[src/rtl/scg_defs.vh]
// Constants for the system clock prescaler and sleep gating block
`ifndef SCG_DEFS_VH
`define SCG_DEFS_VH

////////////////////////////////////////////////////////////////////////////
// Register byte offsets on the Avalon-MM slave
`define SCG_OFS_TRIM 4'h0
`define SCG_OFS_DIV 4'h4
`define SCG_OFS_MCU 4'h8
`define SCG_OFS_STAT 4'hC

////////////////////////////////////////////////////////////////////////////
// Field positions and values
`define SCG_DIV_UNLOCK_BIT 7
`define SCG_DIV_UNLOCK_VAL 8'h80
`define SCG_MCU_SM1_BIT 6
`define SCG_MCU_SE_BIT 5
`define SCG_MCU_SM0_BIT 4
`define SCG_SM_IDLE 2'h0
`define SCG_SM_STBY 2'h2

////////////////////////////////////////////////////////////////////////////
// Select codes, select limit and reset values
`define SCG_SEL_DIV1 4'h0
`define SCG_SEL_DIV8 4'h3
`define SCG_SEL_MAX 4'h8
`define SCG_TRIM_RST 7'h00

////////////////////////////////////////////////////////////////////////////
// Timing counts: unlock in system ticks, halt and wake in clk cycles
`define SCG_UNLOCK_CYC 3'h4
`define SCG_HALT_CYC 4'h4
`define SCG_PD_WAKE_CYC 4'hA
`define SCG_STBY_WAKE_CYC 4'h6

`endif

[src/rtl/scg_prescale.v]
// Glitch-free power-of-two prescaler producing the system tick
`timescale 1ns/1ns
`default_nettype none
`include "scg_defs.vh"

module scg_prescale (
	input wire clk,
	input wire rst_n,
	input wire run_en,
	input wire [3:0] div_sel,
	output reg sys_tick_ff,
	output reg clk_level_ff,
	output reg [3:0] cur_sel_ff
);

	reg [7:0] cnt_ff;
	reg [7:0] nxt_cnt;
	reg [3:0] nxt_sel;
	reg nxt_level;
	wire [8:0] period;
	wire at_end;

	// Reserved codes above 8 run at the slowest rate
	function [8:0] div_period;
		input [3:0] sel;
		begin
			if (sel > `SCG_SEL_MAX)
				div_period = 9'h100;
			else
				div_period = 9'h001 << sel;
		end
	endfunction

	assign period = div_period(cur_sel_ff);
	assign at_end = (cnt_ff == period[7:0] - 8'h01) ||
		(period == 9'h100 && cnt_ff == 8'hFF);

	////////////////////////////////////////////////////////////////////////
	// Switch only at a period boundary, so no runt period appears
	always @* begin
		nxt_cnt = cnt_ff;
		nxt_sel = cur_sel_ff;
		nxt_level = clk_level_ff;
		if (run_en) begin
			if (at_end) begin
				nxt_cnt = 8'h00;
				nxt_sel = div_sel;
			end else begin
				nxt_cnt = cnt_ff + 8'h01;
			end
			if (div_period(nxt_sel) == 9'h001)
				nxt_level = ~clk_level_ff;
			else
				nxt_level = ({1'b0, nxt_cnt} < (div_period(nxt_sel) >> 1));
		end
	end

	always @(posedge clk or negedge rst_n) begin
		if (!rst_n) begin
			cnt_ff <= 8'h00;
			cur_sel_ff <= `SCG_SEL_DIV1;
			sys_tick_ff <= 1'b0;
			clk_level_ff <= 1'b0;
		end else begin
			cnt_ff <= nxt_cnt;
			cur_sel_ff <= nxt_sel;
			sys_tick_ff <= run_en & at_end;
			clk_level_ff <= nxt_level;
		end
	end

endmodule // scg_prescale

`default_nettype wire

[src/rtl/scg_clock_ctrl.v]
// System clock control: prescaler registers, trim, clock out, sleep gating
`timescale 1ns/1ns
`default_nettype none
`include "scg_defs.vh"

module scg_clock_ctrl (
	input wire clk,
	input wire rst_n,
	input wire [3:0] avs_address,
	input wire avs_read,
	input wire avs_write,
	input wire [31:0] avs_writedata,
	input wire [3:0] avs_byteenable,
	output reg [31:0] avs_readdata,
	output wire avs_waitrequest,
	input wire divide_by_eight_fuse,
	input wire clock_output_fuse,
	input wire [7:0] cal_byte,
	input wire crystal_selected,
	input wire sleep_instr,
	input wire any_irq,
	input wire external_irq_zero_level,
	input wire external_irq_one_level,
	input wire pin_change_irq,
	input wire universal_serial_unit_start,
	input wire watchdog_irq,
	input wire gpio_out,
	input wire gpio_oe,
	output wire clkout_pin_o,
	output wire clkout_pin_oe,
	output wire sys_tick,
	output wire cpu_clk_en,
	output wire flash_clk_en,
	output wire io_clk_en,
	output reg osc_en_ff,
	output reg [6:0] osc_trim_ff,
	output reg core_halted_ff,
	output reg sleeping_ff,
	output reg wake_irq_ff
);

	localparam ST_RUN = 5'b00001;
	localparam ST_IDLE = 5'b00010;
	localparam ST_PDOWN = 5'b00100;
	localparam ST_STBY = 5'b01000;
	localparam ST_WAKE = 5'b10000;

	reg ack_ff;
	reg boot_ff;
	reg [3:0] divide_select_ff;
	reg divide_change_unlock_ff;
	reg [2:0] unlock_cnt_ff;
	reg sleep_allow_bit_ff;
	reg [1:0] sleep_mode_select_ff;
	reg [4:0] st_ff;
	reg [4:0] nxt_st;
	reg [3:0] wake_cnt_ff;
	reg [3:0] nxt_wake_cnt;
	reg nxt_wake_irq;
	reg io_run_ff;
	reg cpu_run_ff;
	reg [31:0] nxt_rdata;
	wire req;
	wire wr_go;
	wire wr_lo;
	wire deep_wake;
	wire tick;
	wire clk_level;
	wire [3:0] cur_sel;
	wire [7:0] wbyte;

	function addr_hit;
		input [3:0] addr;
		input [3:0] ofs;
		begin
			addr_hit = (addr == ofs);
		end
	endfunction

	////////////////////////////////////////////////////////////////////////
	// Avalon slave: one wait cycle, then the answer

	assign req = avs_read | avs_write;
	assign avs_waitrequest = req & ~ack_ff;
	assign wr_go = avs_write & ack_ff;
	assign wr_lo = wr_go & avs_byteenable[0];
	assign wbyte = avs_writedata[7:0];

	always @(posedge clk or negedge rst_n) begin
		if (!rst_n) begin
			ack_ff <= 1'b0;
		end else begin
			ack_ff <= req & ~ack_ff;
		end
	end

	// Read data captured in the wait cycle and held for the answer edge
	always @* begin
		nxt_rdata = 32'h0000_0000;
		if (addr_hit(avs_address, `SCG_OFS_TRIM))
			nxt_rdata = {25'h0000000, osc_trim_ff};
		else if (addr_hit(avs_address, `SCG_OFS_DIV))
			nxt_rdata = {24'h000000, divide_change_unlock_ff, 3'h0,
				divide_select_ff};
		else if (addr_hit(avs_address, `SCG_OFS_MCU))
			nxt_rdata = {25'h0000000, sleep_mode_select_ff[1],
				sleep_allow_bit_ff, sleep_mode_select_ff[0], 4'h0};
		else if (addr_hit(avs_address, `SCG_OFS_STAT))
			nxt_rdata = {24'h000000, cur_sel, 1'b0,
				divide_change_unlock_ff, core_halted_ff, sleeping_ff};
	end

	always @(posedge clk or negedge rst_n) begin
		if (!rst_n) begin
			avs_readdata <= 32'h0000_0000;
		end else if (avs_read & ~ack_ff) begin
			avs_readdata <= nxt_rdata;
		end
	end

	////////////////////////////////////////////////////////////////////////
	// Straps and calibration are taken one clock after reset release

	always @(posedge clk or negedge rst_n) begin
		if (!rst_n) begin
			boot_ff <= 1'b1;
		end else begin
			boot_ff <= 1'b0;
		end
	end

	always @(posedge clk or negedge rst_n) begin
		if (!rst_n) begin
			osc_trim_ff <= `SCG_TRIM_RST;
		end else if (boot_ff) begin
			osc_trim_ff <= cal_byte[6:0];
		end else if (wr_lo && addr_hit(avs_address, `SCG_OFS_TRIM)) begin
			osc_trim_ff <= wbyte[6:0];
		end
	end

	////////////////////////////////////////////////////////////////////////
	// Timed unlock and division select

	always @(posedge clk or negedge rst_n) begin
		if (!rst_n) begin
			divide_select_ff <= `SCG_SEL_DIV1;
			divide_change_unlock_ff <= 1'b0;
			unlock_cnt_ff <= 3'h0;
		end else if (boot_ff) begin
			if (divide_by_eight_fuse)
				divide_select_ff <= `SCG_SEL_DIV8;
			else
				divide_select_ff <= `SCG_SEL_DIV1;
		end else if (wr_lo && addr_hit(avs_address, `SCG_OFS_DIV) &&
			wbyte == `SCG_DIV_UNLOCK_VAL && !divide_change_unlock_ff) begin
			divide_change_unlock_ff <= 1'b1;
			unlock_cnt_ff <= `SCG_UNLOCK_CYC;
		end else if (wr_lo && addr_hit(avs_address, `SCG_OFS_DIV) &&
			!wbyte[`SCG_DIV_UNLOCK_BIT] && divide_change_unlock_ff) begin
			divide_select_ff <= wbyte[3:0];
			divide_change_unlock_ff <= 1'b0;
		end else if (divide_change_unlock_ff && tick) begin
			// A repeated unlock write lands here and changes nothing
			if (unlock_cnt_ff == 3'h1)
				divide_change_unlock_ff <= 1'b0;
			unlock_cnt_ff <= unlock_cnt_ff - 3'h1;
		end
	end

	////////////////////////////////////////////////////////////////////////
	// Sleep control register

	always @(posedge clk or negedge rst_n) begin
		if (!rst_n) begin
			sleep_allow_bit_ff <= 1'b0;
			sleep_mode_select_ff <= `SCG_SM_IDLE;
		end else if (wr_lo && addr_hit(avs_address, `SCG_OFS_MCU)) begin
			sleep_allow_bit_ff <= wbyte[`SCG_MCU_SE_BIT];
			sleep_mode_select_ff <= {wbyte[`SCG_MCU_SM1_BIT],
				wbyte[`SCG_MCU_SM0_BIT]};
		end
	end

	////////////////////////////////////////////////////////////////////////
	// Sleep state machine

	assign deep_wake = external_irq_zero_level | external_irq_one_level |
		pin_change_irq | universal_serial_unit_start | watchdog_irq;

	always @* begin
		nxt_st = st_ff;
		nxt_wake_cnt = wake_cnt_ff;
		nxt_wake_irq = 1'b0;
		case (st_ff)
			ST_RUN: begin
				if (sleep_instr && sleep_allow_bit_ff) begin
					if (sleep_mode_select_ff == `SCG_SM_IDLE)
						nxt_st = ST_IDLE;
					else if (sleep_mode_select_ff == `SCG_SM_STBY &&
						crystal_selected)
						nxt_st = ST_STBY;
					else
						nxt_st = ST_PDOWN;
				end
			end
			ST_IDLE: begin
				if (any_irq) begin
					nxt_st = ST_WAKE;
					nxt_wake_cnt = `SCG_HALT_CYC;
				end
			end
			ST_PDOWN: begin
				if (deep_wake) begin
					nxt_st = ST_WAKE;
					nxt_wake_cnt = `SCG_PD_WAKE_CYC;
				end
			end
			ST_STBY: begin
				if (deep_wake) begin
					nxt_st = ST_WAKE;
					nxt_wake_cnt = `SCG_STBY_WAKE_CYC;
				end
			end
			ST_WAKE: begin
				if (wake_cnt_ff == 4'h1) begin
					nxt_st = ST_RUN;
					nxt_wake_irq = 1'b1;
				end
				nxt_wake_cnt = wake_cnt_ff - 4'h1;
			end
			default: begin
				nxt_st = ST_RUN;
			end
		endcase
	end

	// Reset from any state lands in run, so the core starts from reset
	always @(posedge clk or negedge rst_n) begin
		if (!rst_n) begin
			st_ff <= ST_RUN;
			wake_cnt_ff <= 4'h0;
			wake_irq_ff <= 1'b0;
		end else begin
			st_ff <= nxt_st;
			wake_cnt_ff <= nxt_wake_cnt;
			wake_irq_ff <= nxt_wake_irq;
		end
	end

	////////////////////////////////////////////////////////////////////////
	// Clock domain gating per state

	always @(posedge clk or negedge rst_n) begin
		if (!rst_n) begin
			osc_en_ff <= 1'b1;
			io_run_ff <= 1'b1;
			cpu_run_ff <= 1'b1;
			core_halted_ff <= 1'b0;
			sleeping_ff <= 1'b0;
		end else begin
			osc_en_ff <= (nxt_st != ST_PDOWN);
			io_run_ff <= (nxt_st == ST_RUN) || (nxt_st == ST_IDLE) ||
				(nxt_st == ST_WAKE);
			cpu_run_ff <= (nxt_st == ST_RUN);
			core_halted_ff <= (nxt_st != ST_RUN);
			sleeping_ff <= (nxt_st == ST_IDLE) || (nxt_st == ST_PDOWN) ||
				(nxt_st == ST_STBY);
		end
	end

	// Prescaler freezes with the oscillator; wake count uses master clk
	scg_prescale u_prescale (
		.clk(clk),
		.rst_n(rst_n),
		.run_en(osc_en_ff),
		.div_sel(divide_select_ff),
		.sys_tick_ff(tick),
		.clk_level_ff(clk_level),
		.cur_sel_ff(cur_sel)
	);

	assign sys_tick = tick;
	assign cpu_clk_en = tick & cpu_run_ff;
	assign flash_clk_en = tick & cpu_run_ff;
	assign io_clk_en = tick & io_run_ff;

	////////////////////////////////////////////////////////////////////////
	// Clock output pin overrides the port function

	assign clkout_pin_o = clock_output_fuse ? clk_level : gpio_out;
	assign clkout_pin_oe = clock_output_fuse ? 1'b1 : gpio_oe;

endmodule // scg_clock_ctrl

`default_nettype wire

[config.mk]
export PLATFORM = sky130hd
export DESIGN_NAME = scg_clock_ctrl
export DESIGN_NICKNAME = d
export VERILOG_FILES = /design/src/rtl/scg_prescale.v /design/src/rtl/scg_clock_ctrl.v
export VERILOG_INCLUDE_DIRS = /design/src /design/src/rtl
export SDC_FILE = /design/constraint.sdc
export NUM_CORES = 1
export LEC_CHECK = 0
export BUFFER_PORTS_ARGS = -buffer_cell sky130_fd_sc_hd__buf_2
export CORE_UTILIZATION = 49
export CTS_BUF_LIST = sky130_fd_sc_hd__clkbuf_4 sky130_fd_sc_hd__clkbuf_8
export DETAILED_ROUTE_END_ITERATION = 8
export GPL_TIMING_DRIVEN = 0
export HOLD_SLACK_MARGIN = 0.08
export MAX_ROUTING_LAYER = met4
export PLACE_DENSITY = 0.87
export SLEW_MARGIN = 15
export SYNTH_ARGS = -nofsm -noshare
export SYNTH_HDL_FRONTEND = slang
export SYNTH_HIERARCHICAL = 1
export SYNTH_SLANG_ARGS = --single-unit
[constraint.sdc]
create_clock -name clk -period 4.8 [get_ports clk]
set_input_delay 0.24 -clock clk [delete_from_list [all_inputs] [get_ports clk]]
set_output_delay 0.24 -clock clk [all_outputs]
set_load 0.005 [all_outputs]
Word-level counts from Yosys, hierarchy flattened
Index checks and enable logic that the tools add are counted.
W data, S select, Z words.

operators by class
  $add $sub $neg = 4
  order comparisons = 3
  eq/ne operators = 28
  shift operators = 2
  muxes and demuxes = 42
  bitwise operators = 15
  reductions and logical operators = 31

operators by type and width
  kind                   count
  $mux W9                5
  $mux W4                10
  $mux W8                5
  $mux W32               1
  $mux W5                4
  $pmux W5 S4            1
  $shl A1 B4 Y9 const A  2
  $eq A8 B8 Y1 const B   2
  $pmux W4 S4            1
  $mux W7                2
  $logic_and A1 B1 Y1    11
  $eq A5 B1 Y1 const B   2
  $eq A5 B2 Y1 const B   2
  $eq A5 B3 Y1 const B   2
  $eq A5 B4 Y1 const B   2
  $eq A5 B5 Y1 const B   2
  $ne A2 B2 Y1 const B   5
  $eq A9 B1 Y1 const B   1
  $eq A9 B9 Y1 const B   1
  $mux W1                9
  $mux W3                3
  $add A8 B1 Y8 const B  1
  $eq A4 B4 Y1 const B   2
  $eq A8 B8 Y1           1
  26 further kinds       48

storage, ports and cells
  register bits after elaboration = 81
  input bits = 64

Depth between registers and ports, before layout
  depth in word-level cells = 15
  depth in mapped cells = 20

Hierarchy
Netlist, hierarchy kept.

by module, submodules not included
  module          instances  cells each  area each (sq um)  seq. area each (sq um)
  scg_clock_ctrl  1          248         2452.4             1082.3
  scg_prescale    1          178         1428.9             350.3

Least setup slack after synthesis
No wires, ideal clock.

  path type = register to register
  start = reg u_prescale.cur_sel_ff[1]
  end = reg u_prescale.clk_level_ff
  setup time = 0.096 ns
  data arrival time = 4.361 ns
  required time = 4.704 ns
  slack = 0.344 ns
  cell stages (with the launch flop) = 21
  buffers on the path = 4
  period minus slack after synthesis = 4.456 ns
  cells stage by stage = dfrtp_1 buf_2 buf_1 nor2_1 nand2_1 ha_1 clkbuf_1 or3_1 a21o_1 a211oi_1 a2111oi_4 nor2_1 clkbuf_1 nand3b_1 o21ai_0 nand2_1 ha_1 a21o_1 a21o_1 a211o_1 a311oi_2

between the ends
  word-level cells in the longest chain between the ends = 13
  elaborated cells between the ends (all ways) = 21
  those cells by class = add/sub: 1; order compare: 3; eq/ne: 3; shift: 2; mux: 10; reduce/logical: 2

RTL lines
  item                                                     RTL line                              source
  start, declared                                          scg_prescale.v:13                     output reg [3:0] cur_sel_ff
  start signal, assigned                                   scg_prescale.v:61                     cur_sel_ff <= `SCG_SEL_DIV1;
  start signal, assigned                                   scg_prescale.v:66                     cur_sel_ff <= nxt_sel;
  $gt A4 B4 Y1 (no line) or $shl A1 B4 Y9 (tied branches)  -
  $mux W9                                                  scg_prescale.v:27                     if (sel > `SCG_SEL_MAX)
  $sub A8 B1 Y8 or $eq A9 B9 Y1 (tied branches)            scg_prescale.v:35, scg_prescale.v:36
  $eq A8 B8 Y1 or $logic_and A1 B1 Y1 (tied branches)      scg_prescale.v:35, scg_prescale.v:36
  $logic_or A1 B1 Y1                                       scg_prescale.v:35                     assign at_end = (cnt_ff == period[7:0] - 8'h01) ||
  $mux W4                                                  scg_prescale.v:45                     if (at_end) begin
  $mux W4                                                  scg_prescale.v:44                     if (run_en) begin
  $gt A4 B4 Y1 (no line) or $shl A1 B4 Y9 (tied branches)  -
  $mux W9                                                  scg_prescale.v:27
  $mux W9                                                  scg_prescale.v:51                     if (div_period(nxt_sel) == 9'h001)
  $mux W9                                                  scg_prescale.v:44
  $lt A8 B8 Y1                                             scg_prescale.v:54                     nxt_level = ({1'b0, nxt_cnt} < (div_period(nxt_sel) >> 1));
  $mux W1 (*)                                              scg_prescale.v:51
  end signal, assigned                                     scg_prescale.v:68                     clk_level_ff <= nxt_level;
  end, declared                                            scg_prescale.v:12                     output reg clk_level_ff,

Mark *: on every way between the ends. The rest lies on a longest branch, timed or not. The select of a mux whose other input is x is not followed.
A chain may end at the register's enable or synchronous reset.

Worst setup path in the final report
  start = reg u_prescale.cur_sel_ff[3]
  end = reg u_prescale.clk_level_ff

The elaborated chain is that of the path after synthesis.

==> run_results.csv <==
group,metric,value,unit
synthesis,netlist_instances,426,
setup_path,path_max_fanout,10,
placement,hpwlAfterDp,6.91,mm
placement,port-buffer-count,60,
synthesis,synth_common_cells,"52 x dfrtp_1, 38 x nand2_1, 32 x o21ai_0, 31 x nor2_1, 25 x buf_4",
floorplan,ios,114,
final_layout,layout.cells.non_filler,629,
global_route,grt_pass1_vias,3354,
hold_path,worstHoldStart,"cal_byte[5]",
timing,finalHoldViolCount,0,
drt,drcViolationCount,0,
floorplan,die_x,91,um
floorplan,initial_core_util,50.5,%
synthesis,synth_top_area_share,33.5,%
global_route,antenna_found_initial,0,
floorplan,fp.dieArea,8280,sq um
setup_path,r2r-start,"u_prescale/cur_sel_ff[3]$_DFFE_PN0P_",
timing,max_slew.worst_pin.slew,0.705,ns
clock_tree,numClockSinks,57,
clock_tree,clock_path_buffers,2,
setup_path,critPathArrivalTime,4.80,ns
synthesis,synthTopCellsByArea,"dfrtp_1 34%, buf_4 4.8%, ha_1 4.5%",
timing,grt_setup_unrepaired,"no",
floorplan,die_y,91,um
floorplan,rows,32,
timing,fin_skew,0.00565,ns
synthesis,ys_seq_elements,57,
outcome,status,"finished clean",
drt,ant_nets,0,
setup_path,r2r-end,"u_prescale/clk_level_ff$_DFFE_PN0P_",
synthesis,avgSynthCellArea,9.11,sq um
setup_path,critPathKind,"reg -> reg",
drt,drtIter0Drc,369,
clock_tree,htree_levels,3,
drt,drtPass1Iterations,5,
power_and_ir_drop,leakage,2.26,nW
synthesis,yosys.area.top_type,"dfrtp_1",
final_layout,fin_nets,600,
synthesis,synth_edf_count,0,
timing,setup_violations,0,
power_and_ir_drop,powerDensity,450,nW/um^2
floorplan,core_area,7690,sq um
setup_path,reg2reg_depth,18,
global_route,grt_usage,24.4,%
global_route,grt_max_degree,58,
synthesis,ys_warn_count,6,
timing,hold_ws,0.105,ns
clock_tree,insertion_delay,0.34,ns
final_layout,diodes,0,
synthesis,ys.flop_type,"dfrtp_1",
timing,fin_crit_sh,94.8,%
drt,via_count,3518,
final_layout,drive_above_1_share,29.4,%
global_route,gr-total-overflow,0,
final_layout,final_util,60.7,%
synthesis,syn_area,3880,sq um
synthesis,synthDistinctLibCells,68,
global_route,grt_pass1_wl,15.8,mm
timing,slew_headroom,53.0,%
drt,routedWlPerCell,14.8,um
clock_tree,cts_inserted_buffers,9,
synthesis,yosysMostFrequentCell,"dfrtp_1",
hold_path,hold_end,"osc_trim_ff[5]$_DFFE_PN0P_",
setup_path,r2r_slack,0.25,ns
timing,slew_violations,0,
hold_path,min_path_type,"in -> reg",
timing,max_freq,220,MHz
synthesis,yosysSeqAreaShare,36.9,%
synthesis,async_reset_ff_share,100,%
drt,drt-total-wl,9.34,mm
clock_tree,root_buffer,"clkbuf_8",
run,cap_violations,0,
hold_path,min_path_cells,3,
setup_path,worstSetupEndpointType,"flip-flop",
final_layout,syn_to_final_growth,20.3,%
power_and_ir_drop,ir_drop,0.000361,V
setup_path,cp-start-kind,"flip-flop",
setup_path,cp.required,5.05,ns
clock_tree,cts_tree,"yes",
placement,place.gp.congestion,0.938,
placement,placed_cells,612,
timing,period_minus_slack,4.55,ns
clock_tree,path_clk_slew,0.07,ns
drt,viasPerCell,5.59,
==> kinds of logic after synthesis <==
| logic type | after synthesis | share of synthesized area (%) |
|---|---|---|
| simple gates | 152 | 21.5 |
| compound gates | 95 | 16.8 |
| buf+inv | 67 | 9.80 |
| flops | 57 | 36.9 |
| mux | 28 | 7.67 |
| fa+ha+maj | 14 | 4.51 |
| xor+xnor | 12 | 2.71 |
| other cells | 1 | 0.0966 |
==> cell type report <==
type                       instances  area (sq um)
fill                             618          3020
multi-input combinational        326          2180
sequential                        57          1430
timing repair buffer              64           335
buffer                            47           309
tap                              102           128
clock buffer                       9           124
clock inverter                     7           101
inverter                          17          63.8
==> metal layers <==
layer	wire length, um	global-route usage, %	vias up
met5	0	-	-
met4	229	9.13	0
met3	604	4.02	25
met2	4480	39.3	181
met1	4020	31.1	1631
li1	-	-	1681
==> critical path, cell delays in order, from the launching register on <==
cell       delay [ns]
dfrtp_1          0.40
buf_6            0.14
clkbuf_2         0.18
nor2_1           0.14
nand2_1          0.15
ha_2             0.29
or3_1            0.43
a21oi_1          0.18
a211oi_2         0.08
a2111oi_4        0.53
or2_4            0.22
buf_2            0.21
a31o_2           0.21
nand2_1          0.07
ha_1             0.31
a21o_1           0.19
a21o_1           0.17
a211o_1          0.30
a311oi_2         0.27
==> layout by cell type (no fill, tap or decap), drive strengths merged, types with 5 or more instances in the layout <==
cell type	n
buf	96
dfrtp	52
nand2	38
o21ai	35
nor2	31
conb	25
clkbuf	23
nand3	21
inv	19
mux2	14
mux2i	14
ha	14
a21oi	13
xnor2	8
or3	7
a21o	6
and3	6
o31ai	6
nor3b	5
and2	5
nor4	5
dfstp	5
nor4b	5
nor3	5
==> sequential cells by signal, indices dropped and copies added (netlist names), 2 cells and up <==
| signal | cells |
|---|---|
| avs_readdata | 8 |
| divide_select_ff | 4 |
| wake_cnt_ff | 4 |
| st_ff | 5 |
| sleep_mode_select_ff | 2 |
| u_prescale/cur_sel_ff | 4 |
| osc_trim_ff | 7 |
| u_prescale/cnt_ff | 8 |
| unlock_cnt_ff | 3 |
==> where the power goes <==
part           switching (W)  internal (W)  leakage [nW]  total [W]
Clock               0.000219      0.000296         0.106   0.000515
Combinational       0.000502      0.000448          1.44   0.000949
Sequential         0.0000781      0.000561         0.722   0.000639
Total               0.000798       0.00131          2.26    0.00210
==> per-stage QoR <==
step | TNS [ns] | power [W] | worst slack [ns] | cell area (sq um)
after CTS | 0 | 0.00207 | 0.0329 | 4650
after global routing | 0 | 0.00224 | 0.0424 | 4670
after floorplan | 0 | 0.00133 | 0.344 | 3970
final | 0 | 0.00210 | 0.248 | 4670
after global placement | -0.260 | 0.00151 | -0.260 | 4400
after detailed placement | -0.326 | 0.00155 | -0.326 | 4400
==> timing repair <==
action                                 in CTS  in global routing
resized for setup                           4                  7
setup endpoints to repair                   1                  1
endpoints found under the hold margin      52                  0
setup buffers                               1                  2
pin swaps                                   1                  2
hold buffers                                1                  0
==> how the worst max path moves through the flow <==
| stage | to | from | slack [ns] |
|---|---|---|---|
| floorplan | u_prescale/clk_level_ff$_DFFE_PN0P_ | u_prescale/cur_sel_ff[1]$_DFFE_PN0P_ | 0.34 |
| global placement | u_prescale/clk_level_ff$_DFFE_PN0P_ | u_prescale/cur_sel_ff[1]$_DFFE_PN0P_ | -0.26 |
| detailed placement | u_prescale/clk_level_ff$_DFFE_PN0P_ | u_prescale/cur_sel_ff[1]$_DFFE_PN0P_ | -0.33 |
| CTS | u_prescale/clk_level_ff$_DFFE_PN0P_ | u_prescale/cur_sel_ff[3]$_DFFE_PN0P_ | 0.03 |
| global route | u_prescale/clk_level_ff$_DFFE_PN0P_ | u_prescale/cur_sel_ff[3]$_DFFE_PN0P_ | 0.04 |
| finish | u_prescale/clk_level_ff$_DFFE_PN0P_ | u_prescale/cur_sel_ff[3]$_DFFE_PN0P_ | 0.25 |
No activity file was read; power rests on OpenSTA's default activity.
